<file path="src/sll_consts.svh">
`ifndef SLL_CONSTS_SVH
`define SLL_CONSTS_SVH
`define SLL_WORD_BITS 24
`define SLL_SEL_REF 2'h0
`define SLL_SEL_AB 2'h1
`define SLL_SEL_FUNC 2'h2
`define SLL_SEL_INIT 2'h3
`define SLL_FUNC_RESET 24'h000000
`define SLL_CP_TRI_BIT 11
`define SLL_MUX_LSB 4
`define SLL_MUX_LOCK 3'h1
`define SLL_MAX_SCLK_MHZ 20
`endif

</file>
<file path="src/sll_pkg.sv">
package sll_pkg;
   typedef enum logic [1:0] {
      SLL_LATCH_REF,
      SLL_LATCH_AB,
      SLL_LATCH_FUNC,
      SLL_LATCH_INIT
   } sll_latch_t;
   typedef struct packed {
      logic [23:0] word;
   } sll_latch_word_t;
endpackage

</file>
<file path="src/sll_sync.sv">
`timescale 1ns/1ps
module sll_sync (
   input wire logic sys_clk_in,
   input wire logic rst_n_in,
   input wire logic clk_en_in,
   input wire logic async_in,
   output logic sync_out
);
   typedef struct packed {
      logic meta;
      logic sync;
   } sll_sync_state_t;
   sll_sync_state_t s_q;
   sll_sync_state_t s_d;
   always_comb begin
      s_d = s_q;
      if (clk_en_in) begin
         s_d.meta = async_in;
         s_d.sync = s_q.meta;
      end
   end
   always_ff @(posedge sys_clk_in) begin
      if (!rst_n_in) begin
         s_q <= '0;
      end else begin
         s_q <= s_d;
      end
   end
   assign sync_out = s_q.sync;
endmodule

</file>
<file path="src/sll_top.sv">
`timescale 1ns/1ps
`include "sll_consts.svh"
// Summary of operation
// RULE1: Shift data on rising serial clock edges.
// RULE2: Strobe rise copies word to selected latch.
// RULE3: Serial clock up to 20 MHz accepted.
// RULE4: Host frames words as three bytes.
// RULE5: Host raises strobe after third byte.
// RULE6: Output active after ref, N, init writes.
// RULE7: Host controls power, polls test output.
// RULE8: Two low bits select destination latch.
// RULE9: Init load resets counters, tristates pump.
// RULE10: Power enable low powers down, keeps latches.
// RULE11: Most significant bit shifted in first.
module sll_top #(
   parameter int WORD_BITS = `SLL_WORD_BITS
) (
   input wire logic sys_clk_in,
   input wire logic rst_n_in,
   input wire logic clk_en_in,
   input wire logic serial_clock_pin_in,
   input wire logic serial_data_pin_in,
   input wire logic latch_load_strobe_in,
   input wire logic chip_power_enable_in,
   input wire logic lock_indicator_in,
   output logic [23:0] ref_latch_out,
   output logic [23:0] ab_latch_out,
   output logic [23:0] func_latch_out,
   output logic counter_reset_out,
   output logic charge_pump_tristate_out,
   output logic powered_down_out,
   output logic output_active_out,
   output logic multiplexed_test_output_out
);
   typedef struct packed {
      logic sclk_prev;
      logic le_prev;
      logic [WORD_BITS-1:0] shift;
      sll_pkg::sll_latch_word_t ref_l;
      sll_pkg::sll_latch_word_t ab_l;
      sll_pkg::sll_latch_word_t func_l;
      logic init_pending;
      logic cnt_rst;
      logic pd;
      logic got_ref;
      logic got_ab;
      logic got_init;
      logic active;
      logic muxo;
      logic cp_tri;
   } sll_state_t;
   sll_state_t s_q;
   sll_state_t s_d;
   logic sclk_s;
   logic serial_data_pin_s;
   logic le_s;
   logic ce_s;
   logic ld_s;
   sll_sync u_sync_sclk (
      .sys_clk_in(sys_clk_in),
      .rst_n_in(rst_n_in),
      .clk_en_in(clk_en_in),
      .async_in(serial_clock_pin_in),
      .sync_out(sclk_s)
   );
   sll_sync u_sync_serial_data_pin (
      .sys_clk_in(sys_clk_in),
      .rst_n_in(rst_n_in),
      .clk_en_in(clk_en_in),
      .async_in(serial_data_pin_in),
      .sync_out(serial_data_pin_s)
   );
   sll_sync u_sync_le (
      .sys_clk_in(sys_clk_in),
      .rst_n_in(rst_n_in),
      .clk_en_in(clk_en_in),
      .async_in(latch_load_strobe_in),
      .sync_out(le_s)
   );
   sll_sync u_sync_ce (
      .sys_clk_in(sys_clk_in),
      .rst_n_in(rst_n_in),
      .clk_en_in(clk_en_in),
      .async_in(chip_power_enable_in),
      .sync_out(ce_s)
   );
   sll_sync u_sync_ld (
      .sys_clk_in(sys_clk_in),
      .rst_n_in(rst_n_in),
      .clk_en_in(clk_en_in),
      .async_in(lock_indicator_in),
      .sync_out(ld_s)
   );
   logic sclk_rise;
   logic le_rise;
   logic [1:0] sel;
   // RULE8: select field decode.
   function automatic logic [1:0] latch_sel(input logic [WORD_BITS-1:0] word);
      return word[1:0];
   endfunction
   always_comb begin
      sclk_rise = sclk_s & ~s_q.sclk_prev;
      le_rise = le_s & ~s_q.le_prev;
      sel = latch_sel(s_q.shift);
      s_d = s_q;
      s_d.sclk_prev = sclk_s;
      s_d.le_prev = le_s;
      s_d.cnt_rst = 1'b0;
      // RULE10: power-down follows inverted enable.
      s_d.pd = ~ce_s;
      // RULE1: shift one bit.
      // RULE11: MSB first order.
      // RULE3: edge sampled at 40 MHz.
      if (sclk_rise && !le_s) begin
         s_d.shift = {s_q.shift[WORD_BITS-2:0], serial_data_pin_s};
      end
      // RULE2: strobe rise latches word.
      if (le_rise) begin
         // RULE8: select by low bits.
         case (sel)
            `SLL_SEL_REF: begin
               s_d.ref_l.word = s_q.shift[23:0];
               s_d.got_ref = 1'b1;
            end
            `SLL_SEL_AB: begin
               s_d.ab_l.word = s_q.shift[23:0];
               s_d.got_ab = 1'b1;
               if (s_q.init_pending) begin
                  s_d.cnt_rst = 1'b1;
                  s_d.init_pending = 1'b0;
               end
            end
            `SLL_SEL_FUNC: begin
               s_d.func_l.word = s_q.shift[23:0];
            end
            default: begin
               // RULE9: init loads function, resets.
               s_d.func_l.word = s_q.shift[23:0];
               s_d.cnt_rst = 1'b1;
               s_d.init_pending = 1'b1;
               s_d.got_init = 1'b1;
            end
         endcase
      end
      // RULE6: active after three writes.
      s_d.active = s_d.got_ref & s_d.got_ab & s_d.got_init & ~s_d.pd;
      // RULE9: pump tristate registered.
      s_d.cp_tri = s_d.cnt_rst | s_d.func_l.word[`SLL_CP_TRI_BIT] | s_d.pd;
      // RULE7: test output shows lock.
      if (s_q.func_l.word[`SLL_MUX_LSB+2:`SLL_MUX_LSB] == `SLL_MUX_LOCK) begin
         s_d.muxo = ld_s;
      end else begin
         s_d.muxo = 1'b0;
      end
   end
   always_ff @(posedge sys_clk_in) begin
      if (!rst_n_in) begin
         s_q <= '0;
         s_q.pd <= 1'b1;
         s_q.cp_tri <= 1'b1;
      end else if (clk_en_in) begin
         s_q <= s_d;
      end
   end
   assign ref_latch_out = s_q.ref_l.word;
   assign ab_latch_out = s_q.ab_l.word;
   assign func_latch_out = s_q.func_l.word;
   assign counter_reset_out = s_q.cnt_rst;
   assign charge_pump_tristate_out = s_q.cp_tri;
   assign powered_down_out = s_q.pd;
   assign output_active_out = s_q.active;
   assign multiplexed_test_output_out = s_q.muxo;
   // RULE2: strobe rise lands in latch.
   latch_load_a: assert property (@(posedge sys_clk_in) disable iff (!rst_n_in) // RULE2
      clk_en_in && le_rise && sel == `SLL_SEL_REF |=> ref_latch_out == $past(s_q.shift))
      else $error("reference latch not loaded");
   // RULE9: init pulses counter reset.
   init_reset_a: assert property (@(posedge sys_clk_in) disable iff (!rst_n_in) // RULE9
      clk_en_in && le_rise && sel == `SLL_SEL_INIT
      |=> counter_reset_out && charge_pump_tristate_out)
      else $error("init load gave no reset pulse");
   // RULE10: retained across power-down.
   pd_keep_a: assert property (@(posedge sys_clk_in) disable iff (!rst_n_in) // RULE10
      clk_en_in && !le_rise |=> $stable(ab_latch_out))
      else $error("latch changed without load");
   // RULE1: shift on serial edge.
   shift_edge_a: assert property (@(posedge sys_clk_in) disable iff (!rst_n_in) // RULE1
      clk_en_in && sclk_rise && !le_s |=> s_q.shift[0] == $past(serial_data_pin_s))
      else $error("bit not shifted in");
   // RULE6: active needs all writes.
   active_gate_a: assert property (@(posedge sys_clk_in) disable iff (!rst_n_in) // RULE6
      output_active_out |-> s_q.got_ref && s_q.got_ab && s_q.got_init)
      else $error("output active too early");
   // RULE1: shift held during strobe.
   shift_hold_a: assert property (@(posedge sys_clk_in) disable iff (!rst_n_in) // RULE1
      clk_en_in && le_s |=> s_q.shift == $past(s_q.shift))
      else $error("shift moved while strobe high");
   // RULE8: AB select loads AB.
   ab_select_a: assert property (@(posedge sys_clk_in) disable iff (!rst_n_in) // RULE8
      clk_en_in && le_rise && sel == `SLL_SEL_AB |=> ab_latch_out == $past(s_q.shift))
      else $error("AB latch not loaded");
   // RULE8: function select loads function.
   func_select_a: assert property (@(posedge sys_clk_in) disable iff (!rst_n_in) // RULE8
      clk_en_in && le_rise && sel == `SLL_SEL_FUNC |=> func_latch_out == $past(s_q.shift))
      else $error("function latch not loaded");
   // RULE9: init loads function settings.
   init_func_a: assert property (@(posedge sys_clk_in) disable iff (!rst_n_in) // RULE9
      clk_en_in && le_rise && sel == `SLL_SEL_INIT |=> func_latch_out == $past(s_q.shift))
      else $error("init did not load function settings");
   // RULE9: reset pulse lasts one cycle.
   pulse_once_a: assert property (@(posedge sys_clk_in) disable iff (!rst_n_in) // RULE9
      clk_en_in && counter_reset_out |=> !counter_reset_out)
      else $error("counter reset pulse too long");
   // RULE10: enable low powers down.
   power_down_a: assert property (@(posedge sys_clk_in) disable iff (!rst_n_in) // RULE10
      clk_en_in && !ce_s |=> powered_down_out && !output_active_out)
      else $error("power-down not applied");
   // RULE10: pump tristate when down.
   tristate_pd_a: assert property (@(posedge sys_clk_in) disable iff (!rst_n_in) // RULE10
      powered_down_out |-> charge_pump_tristate_out)
      else $error("pump driven while powered down");
   // RULE7: test output gated by code.
   mux_gate_a: assert property (@(posedge sys_clk_in) disable iff (!rst_n_in) // RULE7
      clk_en_in && func_latch_out[`SLL_MUX_LSB+2:`SLL_MUX_LSB] != `SLL_MUX_LOCK
      |=> !multiplexed_test_output_out)
      else $error("test output shown without lock code");
endmodule

</file>
<file path="config.mk">
export PLATFORM = sky130hd
export DESIGN_NAME = sll_top
export DESIGN_NICKNAME = d
export VERILOG_FILES = /design/src/sll_pkg.sv /design/src/sll_sync.sv /design/src/sll_top.sv
export VERILOG_INCLUDE_DIRS = /design/src
export SDC_FILE = /design/constraint.sdc
export NUM_CORES = 1
export LEC_CHECK = 0
export ABC_AREA = 1
export BUFFER_PORTS_ARGS = -buffer_cell sky130_fd_sc_hd__buf_2
export CAP_MARGIN = 5
export CORE_MARGIN = 8
export CORE_UTILIZATION = 30
export CTS_CLUSTER_SIZE = 14
export DETAILED_ROUTE_END_ITERATION = 8
export HOLD_SLACK_MARGIN = 0.03
export PLACE_DENSITY_LB_ADDON = 0.05
export SYNTH_ARGS = -nofsm -noshare
export SYNTH_HDL_FRONTEND = slang
export SYNTH_HIERARCHICAL = 1
export SYNTH_SLANG_ARGS = --single-unit
export TNS_END_PERCENT = 5
</file>
<file path="constraint.sdc">
create_clock -name sys_clk_in -period 3.86 [get_ports sys_clk_in]
set_input_delay 0.579 -clock sys_clk_in [delete_from_list [all_inputs] [get_ports sys_clk_in]]
set_output_delay 0.579 -clock sys_clk_in [all_outputs]
set_load 0.02 [all_outputs]
</file>
## Word-level counts from Yosys, hierarchy flattened

Index checks and enable logic that the tools add are counted.

| operators by class | value |
|---|---|
| eq/ne operators | 3 |
| bitwise gates (word level) | 12 |
| reductions and logical operators | 11 |
| muxes and demuxes | 9 |

Operator list:

| operator | count |
|---|---|
| 14-bit two-way mux | 1 |
| 12-bit two-way mux | 1 |
| 3-bit AND reduction | 4 |
| 1-bit bitwise AND | 5 |
| 1-bit two-way mux | 5 |
| 1-bit NOT | 5 |
| 2-bit case mux with 2 select lines | 1 |
| 2-bit OR reduction | 2 |
| 3-bit by 1-bit == test with 1-bit output, second input constant | 1 |
| 3-bit two-way mux | 1 |
| 3-bit OR reduction | 1 |
| 2-bit by 1-bit == test with 1-bit output, second input constant | 1 |
| 2-bit == test, second input constant | 1 |
| 2-bit zero test | 1 |
| 1-bit OR | 2 |
| 2-bit AND reduction | 1 |
| 1-bit logical AND | 1 |
| 1-bit zero test | 1 |

| storage, ports and cells | value |
|---|---|
| register bits | 117 |
| output and inout port bits | 77 |
| input bits | 8 |
| logic and storage cells | 61 |

## Depth between registers and ports, before layout

Gate-level depths: netlist of run 1.

| depth | value |
|---|---|
| depth in word-level cells | 7 |
| gate-level depth with buffers | 8 |
| gate-level depth less buffers | 7 |

## By module

Netlist of run 1, hierarchy kept.

By module, submodules not included:

| module | sequential area each (µm²) | times used | cells each | area each (µm²) |
|---|---|---|---|---|
| sll_top | 2142.1 | 1 | 541 | 4264.1 |
| sll_sync | 40.0 | 5 | 12 | 80.1 |

## Least setup slack after synthesis of run 1

OpenSTA, ideal clock, no wires.

| path | value |
|---|---|
| path kind | input to register |
| from | input port clk_en_in |
| to | register s_q[85] (netlist bit) |
| stages | 6 |
| path slack | 2436 ps |
| arrival time | 1309 ps |
| library setup time | 116 ps |
| cell sequence | nand2_1 > nor3_2 > inv_2 > clkbuf_1 > nor2_1 > nor2_1 |

| on the way | value |
|---|---|
| longest elaborated chain between the ends | 1 |

Ends and longest elaborated chain:

| item | line | RTL |
|---|---|---|
| start: declaration | sll_top.sv:20 | `input wire logic clk_en_in,` |
| 2-bit AND reduction (no line) | n/a |  |
| end: declaration | sll_top.sv:52 | `sll_state_t s_q;` |

Every way passes these cells.
A chain may end at the register's enable or synchronous reset.

## Worst setup path in the final report of run 1

| path | value |
|---|---|
| from | input port clk_en_in |
| to | register s_q (netlist bit ref_latch_out[17]) |

| on the way | value |
|---|---|
| longest elaborated chain between the ends | 1 |

Ends and longest elaborated chain:

| item |
|---|
| 3-bit AND reduction (no line) |

Every way passes these cells.

==> results.tsv, run 1 <==
stage	metric	value	unit
status	status	finished clean	
timing	Tightest Pin Transition	0.702	ns
power_and_ir_drop	clock share of power	0.516	
timing	RSZ-0062 raised after global routing	no	
global_route	antenna violations before repair	0	
setup_path	CP max FO	32	
die	Die Wd	141	µm
route	TritonRoute pass-1 iters	4	
min_path	Min-Delay Path Class	reg2reg	
die	Die H	141	µm
global_route	largest net degree at the start of global routing	74	
timing	TNS Setup	0	ns
die	Initial Utilization	0.307	
finish	nets@finish	617	
clock_network	Post-CTS Resized	0	
yosys	syn_nets	609	
placed_design	placed wire-length estimate	7570	µm
clock_network	CTS H-tree depth	4	
job	MaxCap Viol Count	0	
clock_network	Clock Pin Slew Worst Setup and Hold Paths	0.05	ns
yosys	most common cell in the netlist	nor2_1	
yosys	top cell type's share of synthesized area	0.502	
yosys	asr flop ratio synth	0	
yosys	FF+latch count, synth	117	
yosys	Synth Area in XOR/XNOR	0	
clock_network	Post-CTS Setup Repair Bufs	0	
clock_network	# clock sinks	117	
yosys	Seq/Total Area, Yosys	0.502	
clock_network	later-pin clock latency in the skew report	0.41	ns
route	post-route ant nets	0	
clock_network	CTS Root Cell	clkbuf_16	
global_route	met2 Resource Use GR	0.184	
die	Core Region	15200	µm²
route	drt drc	0	
timing	final hold slack	0.437	ns
die	I/O pin count	85	
power_and_ir_drop	maximum VDD drop	0.292	mV
setup_path	CP Launch Type	input port	
timing	min Tclk post-route	2.21	ns
timing	achievable frequency	451	MHz
route	initial drt markers	206	
route	detailed-route via count	3546	
yosys	Synth Area in Simple Gates	0.203	
setup_path	Critical Path End Type	register	
yosys	Mapped Cells	601	
finish	Antenna diodes	0	
yosys	Post-synth top cells	nor2_1, dfxtp_1, buf_4	
global_route	number of global-route vias before repair	3501	
placed_design	number of buffers added on ports	84	
power_and_ir_drop	Pwr Density	559	nW/µm²
die	row cnt	45	
yosys	EDFF count, synth	0	
global_route	GR peak layer	met2	
yosys	ys flop type	dfxtp_1	
timing	final-report hold violation count	0	
timing	Max Slew Vio Count	0	
timing	worst clock skew	0.00394	ns
setup_path	Critical-path top delay cell	nor2_4	
timing	Final setup viols	0	
global_route	total track usage	0.126	
power_and_ir_drop	final total power	0.00294	W
clock_network	Post-CTS Hold Buffers	0	
power_and_ir_drop	Seq pwr share	0.435	
setup_path	worst path arrival time	2.52	ns
clock_network	TritonCTS clock tree	built	
yosys	post-synthesis mux area share	0	
yosys	Adder-Cell Fraction of Synth Area	0	
power_and_ir_drop	Leakage	2.65	nW
setup_path	delay of the slowest cell on the worst path	0.61	ns
yosys	Synth Area in Compound Gates	0.128	
power_and_ir_drop	internal power	0.00229	W
yosys	yosys warns	6	
yosys	cell type with the highest aggregate area in the netlist	dfxtp_1	
setup_path	crit path cell chain	buf_2 > inv_2 > nor2_4 > inv_2 > nor2_1 > nor2_1	
finish	layout cells sized above 1	0.213	
yosys	Mean Syn Cell Area	7.76	µm²
clock_network	clock buffer depth	2	
yosys	synth top area cells	dfxtp_1, nor2_1, buf_4	
setup_path	CP required	4.16	ns
global_route	grt ovf	0	
route	DRT Wirelength	12100	µm
yosys	mapped cell area	4660	µm²
global_route	first-pass GRT wire length	19400	µm
global_route	met3 usage	0.0381	
power_and_ir_drop	Logic pwr share	0.049	
timing	fin crit share	0.574	
yosys	Netlist cell types	17	
timing	Slew HR	0.531	
placed_design	gpl congestion	0.732	
finish	Area growth syn-to-layout	12.7	%
yosys	largest family of logic cells by synthesized area	simple AND/OR/NAND/NOR gates	
setup_path	WS Path Type	in2reg	
route	via/cell ratio	4.39	
clock_network	Num CTS Buffers	17	
power_and_ir_drop	Sw Ratio	0.222	
global_route	met1 Resource Use GR	0.167	
power_and_ir_drop	switching power	0.000654	W
route	Avg WL per Cell	14.9	µm
die	full die area	19800	µm²
==> cell type report <==
class                      instances  area, µm²
timing repair buffer              89        458
multi-input combinational        357       1550
tap                              188        235
fill                            1670       9950
sequential                       117       2340
clock inverter                     3       40.0
clock buffer                      27        533
inverter                          27        101
==> stage by stage <==
stage | area [µm²] | util | setup WS (ns) | instances
4_1_cts | 5260 | 0.346 | 1.62 | 808
3_3_place_gp | 4680 | 0.308 | 1.17 | 778
3_5_place_dp | 4680 | 0.308 | 1.18 | 778
5_1_grt | 5260 | 0.346 | 1.38 | 808
6_report | 5260 | 0.346 | 1.65 | 808
2_1_floorplan | 4660 | - | 2.44 | 601
==> worst paths after layout <==
kind	from	endpoint	slack [ns]	depth (start not counted)
max	clk_en_in	ref_latch_out[17]	1.65	6
min	ref_latch_out[0]	ref_latch_out[0]	0.44	2
max reg2reg	u_sync_le/sync_out	ref_latch_out[17]	1.87	7
min reg2reg	ref_latch_out[0]	ref_latch_out[0]	0.44	2
==> flip-flops by register name (all words and copies together), names as in the netlist, 24 cells and up <==
name	flops
ref_latch_out	24
ab_latch_out	24
s_q	30
func_latch_out	24
==> critical path, delay by kind of cell <==
family | cells | cell delay (ns)
buffers and inverters | 3 | 1.05
AND/OR/NAND/NOR | 3 | 0.87
==> power by group through the flow <==
| stage | clock [W] | combinational [W] | sequential, W |
|---|---|---|---|
| floorplan | 0 | 0.000119 | 0.00129 |
| finish | 0.00152 | 0.000143 | 0.00128 |
| detailed placement | 0 | 0.000145 | 0.00130 |
| global route | 0.00162 | 0.000164 | 0.00128 |
| global placement | 0 | 0.000145 | 0.00130 |
| CTS | 0.00156 | 0.000146 | 0.00128 |
==> cells in the final DEF, fill, tap and decap left out, drive strengths merged <==
cell type and n:
a211oi 1, a21oi 20, buf 89, bufinv 1
clkbuf 27, clkinv 2, dfxtp 117, inv 27
nand2 41, nand4 2, nor2 193, nor3 2
o21ai 98
==> metal layers <==
layer / share of wire / routed length (µm) / vias up
li1: - / - / 1848
met5: 0 / 0 / -
met2: 0.43 / 5130 / 78
met4: 0.019 / 230 / 0
met3: 0.047 / 566 / 17
met1: 0.51 / 6140 / 1603
==> cell families after synthesis <==
family	Yosys count
AND/OR/NAND/NOR	238
buffers and inverters	127
AO/OA/AOI/OAI	119
flip-flops	117
Note: power is estimated with default switching activity, not from simulation.
==> run 2, diff against run 1 <==
==> constraint.sdc (replaced) <==
create_clock -name sys_clk_in -period 2.1 [get_ports sys_clk_in]
set_input_delay 0.315 -clock sys_clk_in [delete_from_list [all_inputs] [get_ports sys_clk_in]]
set_output_delay 0.315 -clock sys_clk_in [all_outputs]
set_load 0.02 [all_outputs]
==> run 2 against run 1 <==
Against the previous run:
- first-iteration DRC count rose by 7.3%
- cell count rose by 0.74%
- clock skew rose by 0.0046 ns
- largest cell class unchanged
- sequential share of layout area fell by 0.33 points
- via count rose by 1.9%
- power rose by 84%
==> results.tsv, run 2 (synthesized netlist as in run 1, its figures left out) <==
stage	metric	value	unit	change
clock_network	clock buffer depth	2		unchanged
clock_network	Num CTS Buffers	17		unchanged
clock_network	Clock Pin Slew Worst Setup and Hold Paths	0.05	ns	about the same
global_route	antenna violations before repair	0		unchanged
die	row cnt	45		unchanged
setup_path	cell depth of the worst setup path	7		was 6
finish	FF/Latch Area	2340	µm²	unchanged
setup_path	cell mode on critical path	inv_2		
route	drt drc	0		unchanged
timing	Final setup viols	0		unchanged
placed_design	number of buffers added on ports	84		unchanged
setup_path	CP Launch Type	register		was input port
die	Die Wd	141	µm	unchanged
global_route	largest net degree at the start of global routing	59		was 74
clock_network	Post-CTS Resized	0		unchanged
status	status	finished clean		unchanged
clock_network	Post-CTS Hold Buffers	0		unchanged
setup_path	crit path capture	func_latch_out[5]		was ref_latch_out[17]
setup_path	Critical-path top delay cell	dfxtp_1		was nor2_4
finish	area of the multi-input gates	1550	µm²	unchanged
finish	utilization after layout	0.348		was 0.346
setup_path	FF-to-FF End	func_latch_out[5]		was ref_latch_out[17]
setup_path	Critical Path End Type	register		unchanged
route	Avg WL per Cell	14.9	µm	about the same
setup_path	worst-case reg-to-reg path depth	7		unchanged
setup_path	r2r setup slk	0.50	ns	was 1.87 ns
placed_design	placed wire-length estimate	7820	µm	was 7570 µm
global_route	total track usage	0.127		was 0.126
finish	Finished Cell Area	5290	µm²	was 5260 µm²
route	post-route ant nets	0		unchanged
setup_path	WS Path Type	reg2reg		was in2reg
global_route	first-pass GRT wire length	19700	µm	was 19,400 µm
finish	Largest Register	s_q		unchanged
timing	min Tclk post-route	1.60	ns	
finish	layout cells sized above 1	0.220		was 0.213
global_route	met2 Resource Use GR	0.180		was 0.184
timing	final-report hold violation count	0		unchanged
global_route	GR peak layer	met2		unchanged
clock_network	later-pin clock latency in the skew report	0.41	ns	about the same
clock_network	TritonCTS clock tree	built		unchanged
route	TritonRoute pass-1 iters	4		unchanged
clock_network	Post-CTS Setup Repair Bufs	0		unchanged
timing	achievable frequency	627	MHz	
setup_path	delay of the slowest cell on the worst path	0.39	ns	was 0.61 ns
global_route	met3 usage	0.0513		was 0.0381
finish	most common cell after layout, fill and taps aside	nor2_1		unchanged
power_and_ir_drop	Leakage	2.67	nW	was 2.65 nW
finish	nets@finish	621		was 617
setup_path	CP max FO	24		was 32
die	Core Region	15200	µm²	unchanged
timing	Tightest Pin Transition	0.469	ns	was 0.702 ns
timing	worst clock skew	0.00856	ns	was 0.00394 ns
route	DRT Wirelength	12100	µm	about the same
setup_path	r2r startpoint	u_sync_le/sync_out		unchanged
finish	FILL cells	1643		was 1,670
placed_design	placed cell area	4720	µm²	was 4680 µm²
global_route	met1 Resource Use GR	0.169		was 0.167
finish	max reg flops	30		unchanged
finish	Antenna diodes	0		unchanged
timing	Max Slew Vio Count	0		unchanged
finish	most frequent cells in the layout	nor2_1, dfxtp_1, buf_2, o21ai_1, o21ai_0		unchanged
global_route	grt ovf	0		unchanged
job	MaxCap Viol Count	0		unchanged
placed_design	gpl congestion	0.707		was 0.732
timing	fin crit share	0.760		
finish	Area growth syn-to-layout	13.5	%	was 12.7%
setup_path	worst setup path startpoint	u_sync_le/sync_out		was clk_en_in
setup_path	CP required	2.38	ns	was 4.16 ns
clock_network	# clock sinks	117		unchanged
global_route	number of global-route vias before repair	3567		was 3,501
die	full die area	19800	µm²	unchanged
setup_path	Top delay family on crit path	simple AND/OR/NAND/NOR gates		was buffers and inverters
die	Die H	141	µm	unchanged
die	Initial Utilization	0.307		unchanged
power_and_ir_drop	Pwr Density	1020	nW/µm²	was 559 nW/µm²
route	initial drt markers	221		was 206
clock_network	CTS H-tree depth	4		unchanged
timing	TNS Setup	0	ns	unchanged
power_and_ir_drop	maximum VDD drop	0.496	mV	was 0.292 mV
setup_path	number of buffers and inverters on the critical path	2		was 3
min_path	Min-Delay Path Class	in2reg		was reg2reg
timing	Slew HR	0.687		was 0.531
setup_path	worst path arrival time	1.88	ns	was 2.52 ns
timing	RSZ-0062 raised after global routing	no		unchanged
setup_path	crit path cell chain	inv_2 > nor2_2 > nand2_1 > nor2_4 > inv_2 > o21ai_0 > a21oi_1		was buf_2 > inv_2 > nor2_4 > inv_2 > nor2_1 > nor2_1
route	detailed-route via count	3612		was 3,546
die	I/O pin count	85		unchanged
clock_network	CTS Root Cell	clkbuf_16		unchanged
route	via/cell ratio	4.44		was 4.39
run 2: worst reg2reg max path, delay by kind of cell, from the launching register on:
family,cells,cell delay (ns)
flip-flops,1,0.39
buffers and inverters,2,0.29
AND/OR/NAND/NOR,3,0.42
AO/OA/AOI/OAI,2,0.38
run 2: how the worst min path moves through the flow:
stage	to	from	slack, ns	cells after the start
after global placement	ab_latch_out[1]	ab_latch_out[1]	0.42	2
after detailed placement	ab_latch_out[1]	ab_latch_out[1]	0.42	2
after global routing	s_q[105]	clk_en_in	0.18	2
after floorplan	ab_latch_out[1]	ab_latch_out[1]	0.42	2
after CTS	u_sync_sclk/s_q[1]	serial_clock_pin_in	0.17	5
final	s_q[105]	clk_en_in	0.19	2
run 2: power breakdown:
part / leakage, nW / internal [W] / switching, W
sequential: 0.949 / 0.00229 / 0.0000603
clock: 0.279 / 0.00179 / 0.000995
combinational: 1.44 / 0.0000844 / 0.000186
total: 2.67 / 0.00417 / 0.00124
run 2: stage by stage:
stage	instances	hold WS, ns	power [W]	setup slack (ns)
2_1_floorplan	601	0.415	0.00260	0.861
3_3_place_gp	782	0.420	0.00267	0.576
3_5_place_dp	782	0.424	0.00267	0.515
4_1_cts	814	0.173	0.00550	0.505
5_1_grt	814	0.184	0.00565	0.356
6_report	814	0.190	0.00541	0.504
run 2: layer usage:
metal  vias to the layer above  part of all wire
li1                       1858                 -
met1                      1659              0.50
met2                        86              0.42
met3                         9             0.067
met4                         0             0.010
met5                         -                 0
run 2: area by class of cell:
type	count	area share
clock buffers	22	0.0877
clock inverters	10	0.0199
inverters	27	0.0191
multi-input cells	357	0.292
flip-flops and latches	117	0.442
well taps	188	0.0444
repair buffers	93	0.0945
==> run 3, diff against run 2 <==
==> constraint.sdc (replaced) <==
create_clock -name sys_clk_in -period 1.55 [get_ports sys_clk_in]
set_input_delay 0.2325 -clock sys_clk_in [delete_from_list [all_inputs] [get_ports sys_clk_in]]
set_output_delay 0.2325 -clock sys_clk_in [all_outputs]
set_load 0.02 [all_outputs]
==> run 3 against run 2 <==
Against the previous run:
- flip-flop and latch count stayed put
- core utilization shrank 0.16 points
- worst setup slack lost 0.35 ns
- highest routed layer unchanged
- fmax rose by 15%
- combinational power grew 37%
- largest cell class unchanged
- global-route usage shrank 0.16 points
- first-iteration DRC count down 19%
- power rose by 30%
- worst hold slack worse by 0.11 ns
- clock skew shrank 0.0037 ns
==> results.tsv, run 3 (synthesized netlist as in run 1, its figures left out) <==
stage	metric	value	unit	change
status	status	finished clean		unchanged
clock_network	Clock Pin Slew Worst Setup and Hold Paths	0.05	ns	about the same
route	DRT Wirelength	11900	µm	was 12,100 µm
setup_path	worst path arrival time	1.67	ns	was 1.88 ns
timing	TNS Setup	0	ns	unchanged
finish	nets@finish	625		was 621
clock_network	# clock sinks	117		unchanged
die	Die H	141	µm	unchanged
setup_path	Top delay family on crit path	flip-flops		was simple AND/OR/NAND/NOR gates
route	Avg WL per Cell	14.6	µm	was 14.9 µm
setup_path	CP max FO	24		unchanged
clock_network	CTS H-tree depth	4		unchanged
power_and_ir_drop	internal power	0.00543	W	was 0.00417 W
placed_design	number of buffers added on ports	84		unchanged
global_route	largest net degree at the start of global routing	44		was 59
setup_path	Critical Path End Type	register		unchanged
global_route	number of global-route vias before repair	3675		was 3,567
power_and_ir_drop	Logic pwr share	0.053		was 0.050
route	detailed-route via count	3630		was 3,612
global_route	first-pass GRT wire length	19600	µm	was 19,700 µm
timing	achievable frequency	719	MHz	was 627 MHz
route	TritonRoute pass-1 iters	4		unchanged
die	full die area	19800	µm²	unchanged
timing	final-report hold violation count	0		unchanged
min_path	Min-Delay Path Class	in2reg		unchanged
finish	max reg flops	30		unchanged
die	row cnt	45		unchanged
die	Core Region	15200	µm²	unchanged
setup_path	cell mode on critical path	inv_2		unchanged
setup_path	crit path cell chain	inv_2 > nor2_2 > nand2_1 > nor2_4 > inv_2 > o21ai_0 > a21oi_1		unchanged
placed_design	gpl congestion	0.740		was 0.707
power_and_ir_drop	switching power	0.00161	W	was 0.00124 W
placed_design	placed wire-length estimate	8010	µm	was 7820 µm
clock_network	Post-CTS Hold Buffers	0		unchanged
setup_path	WS Path Type	reg2reg		unchanged
clock_network	clock buffer depth	2		unchanged
placed_design	Setup Slack @ Placement	0.165	ns	was 0.515 ns
finish	Layout Cells excl Fill	815		was 814
timing	RSZ-0062 raised after global routing	no		unchanged
power_and_ir_drop	Seq pwr share	0.452		was 0.435
route	post-route ant nets	0		unchanged
job	MaxCap Viol Count	0		unchanged
finish	Antenna diodes	0		unchanged
setup_path	CP Launch Type	register		unchanged
clock_network	Post-CTS Setup Repair Bufs	0		unchanged
setup_path	delay of the slowest cell on the worst path	0.40	ns	was 0.39 ns
route	drt drc	0		unchanged
power_and_ir_drop	clock share of power	0.495		was 0.515
finish	Largest Register	s_q		unchanged
die	Initial Utilization	0.307		unchanged
finish	layout cells sized above 1	0.223		was 0.220
clock_network	Post-CTS Resized	0		unchanged
finish	most common cell after layout, fill and taps aside	nor2_1		unchanged
timing	min Tclk post-route	1.39	ns	was 1.60 ns
power_and_ir_drop	Sw Ratio	0.229		about the same
clock_network	TritonCTS clock tree	built		unchanged
finish	FILL cells	1648		was 1,643
timing	fin crit share	0.897		was 0.760
timing	Tightest Pin Transition	0.436	ns	was 0.469 ns
power_and_ir_drop	Pwr Density	1340	nW/µm²	was 1020 nW/µm²
timing	Final setup viols	0		unchanged
timing	worst clock skew	0.00490	ns	was 0.00856 ns
global_route	total track usage	0.126		was 0.127
die	Die Wd	141	µm	unchanged
clock_network	later-pin clock latency in the skew report	0.41	ns	about the same
global_route	grt ovf	0		unchanged
timing	Slew HR	0.709		was 0.687
route	initial drt markers	180		was 221
finish	most frequent cells in the layout	nor2_1, dfxtp_1, buf_2, o21ai_1, o21ai_0		unchanged
setup_path	CP required	1.83	ns	was 2.38 ns
power_and_ir_drop	final total power	0.00704	W	was 0.00541 W
setup_path	Critical-path top delay cell	dfxtp_1		unchanged
clock_network	Num CTS Buffers	17		unchanged
setup_path	number of buffers and inverters on the critical path	2		unchanged
die	I/O pin count	85		unchanged
timing	Max Slew Vio Count	0		unchanged
global_route	antenna violations before repair	0		unchanged
power_and_ir_drop	Leakage	2.67	nW	about the same
placed_design	placed cells	786		was 782
finish	Area growth syn-to-layout	13.0	%	was 13.5%
power_and_ir_drop	maximum VDD drop	0.738	mV	was 0.496 mV
route	via/cell ratio	4.45		was 4.44
clock_network	CTS Root Cell	clkbuf_16		unchanged
timing	final worst slack	0.159	ns	was 0.504 ns
-- run 3: path summary, 6_finish.rpt --
kind | startpoint | to | slack [ns] | depth (start not counted)
max | u_sync_le/sync_out | func_latch_out[5] | 0.16 | 7
min | clk_en_in | s_q[105] | 0.08 | 2
max reg2reg | u_sync_le/sync_out | func_latch_out[5] | 0.16 | 7
min reg2reg | ref_latch_out[0] | ref_latch_out[0] | 0.43 | 2
-- run 3: per-stage QoR --
| stage | area (µm²) | hold WS (ns) | util |
|---|---|---|---|
| 3_5_place_dp | 4740 | 0.423 | 0.312 |
| 6_report | 5270 | 0.0782 | 0.347 |
| 2_1_floorplan | 4660 | 0.353 | - |
| 3_3_place_gp | 4740 | 0.418 | 0.312 |
| 5_1_grt | 5270 | 0.0728 | 0.347 |
| 4_1_cts | 5270 | 0.0472 | 0.347 |
-- run 3: worst reg2reg max path, stage by stage, from the launching register on --
cell and delay (ns):
dfxtp_1 0.40, inv_2 0.06, nor2_2 0.10, nand2_1 0.12
nor2_4 0.13, inv_2 0.19, o21ai_0 0.22, a21oi_1 0.06
-- run 3: final cells by class --
cell class	count	area, µm²	share of cell area
Clock buffer	24	502	0.0952
Clock inverter	5	25.0	0.00475
Inverter	27	101	0.0192
Multi-Input combinational cell	357	1550	0.293
Sequential cell	117	2340	0.445
Tap cell	188	235	0.0446
Timing Repair Buffer	97	518	0.0983
-- run 3: power by group through the flow --
stage               sequential [W]  combinational, W  clock (W)
floorplan                  0.00322          0.000295          0
global placement           0.00324          0.000375          0
detailed placement         0.00324          0.000377          0
CTS                        0.00318          0.000379    0.00361
global route               0.00319          0.000424    0.00373
finish                     0.00318          0.000371    0.00349
-- run 3: per-layer routing --
layer | global-route usage | vias up | routed length, µm
li1 | - | 1877 | -
met1 | 0.159 | 1658 | 5960
met2 | 0.186 | 72 | 5000
met3 | 0.0446 | 23 | 609
met4 | 0.0633 | 0 | 301
met5 | 0 | - | 0
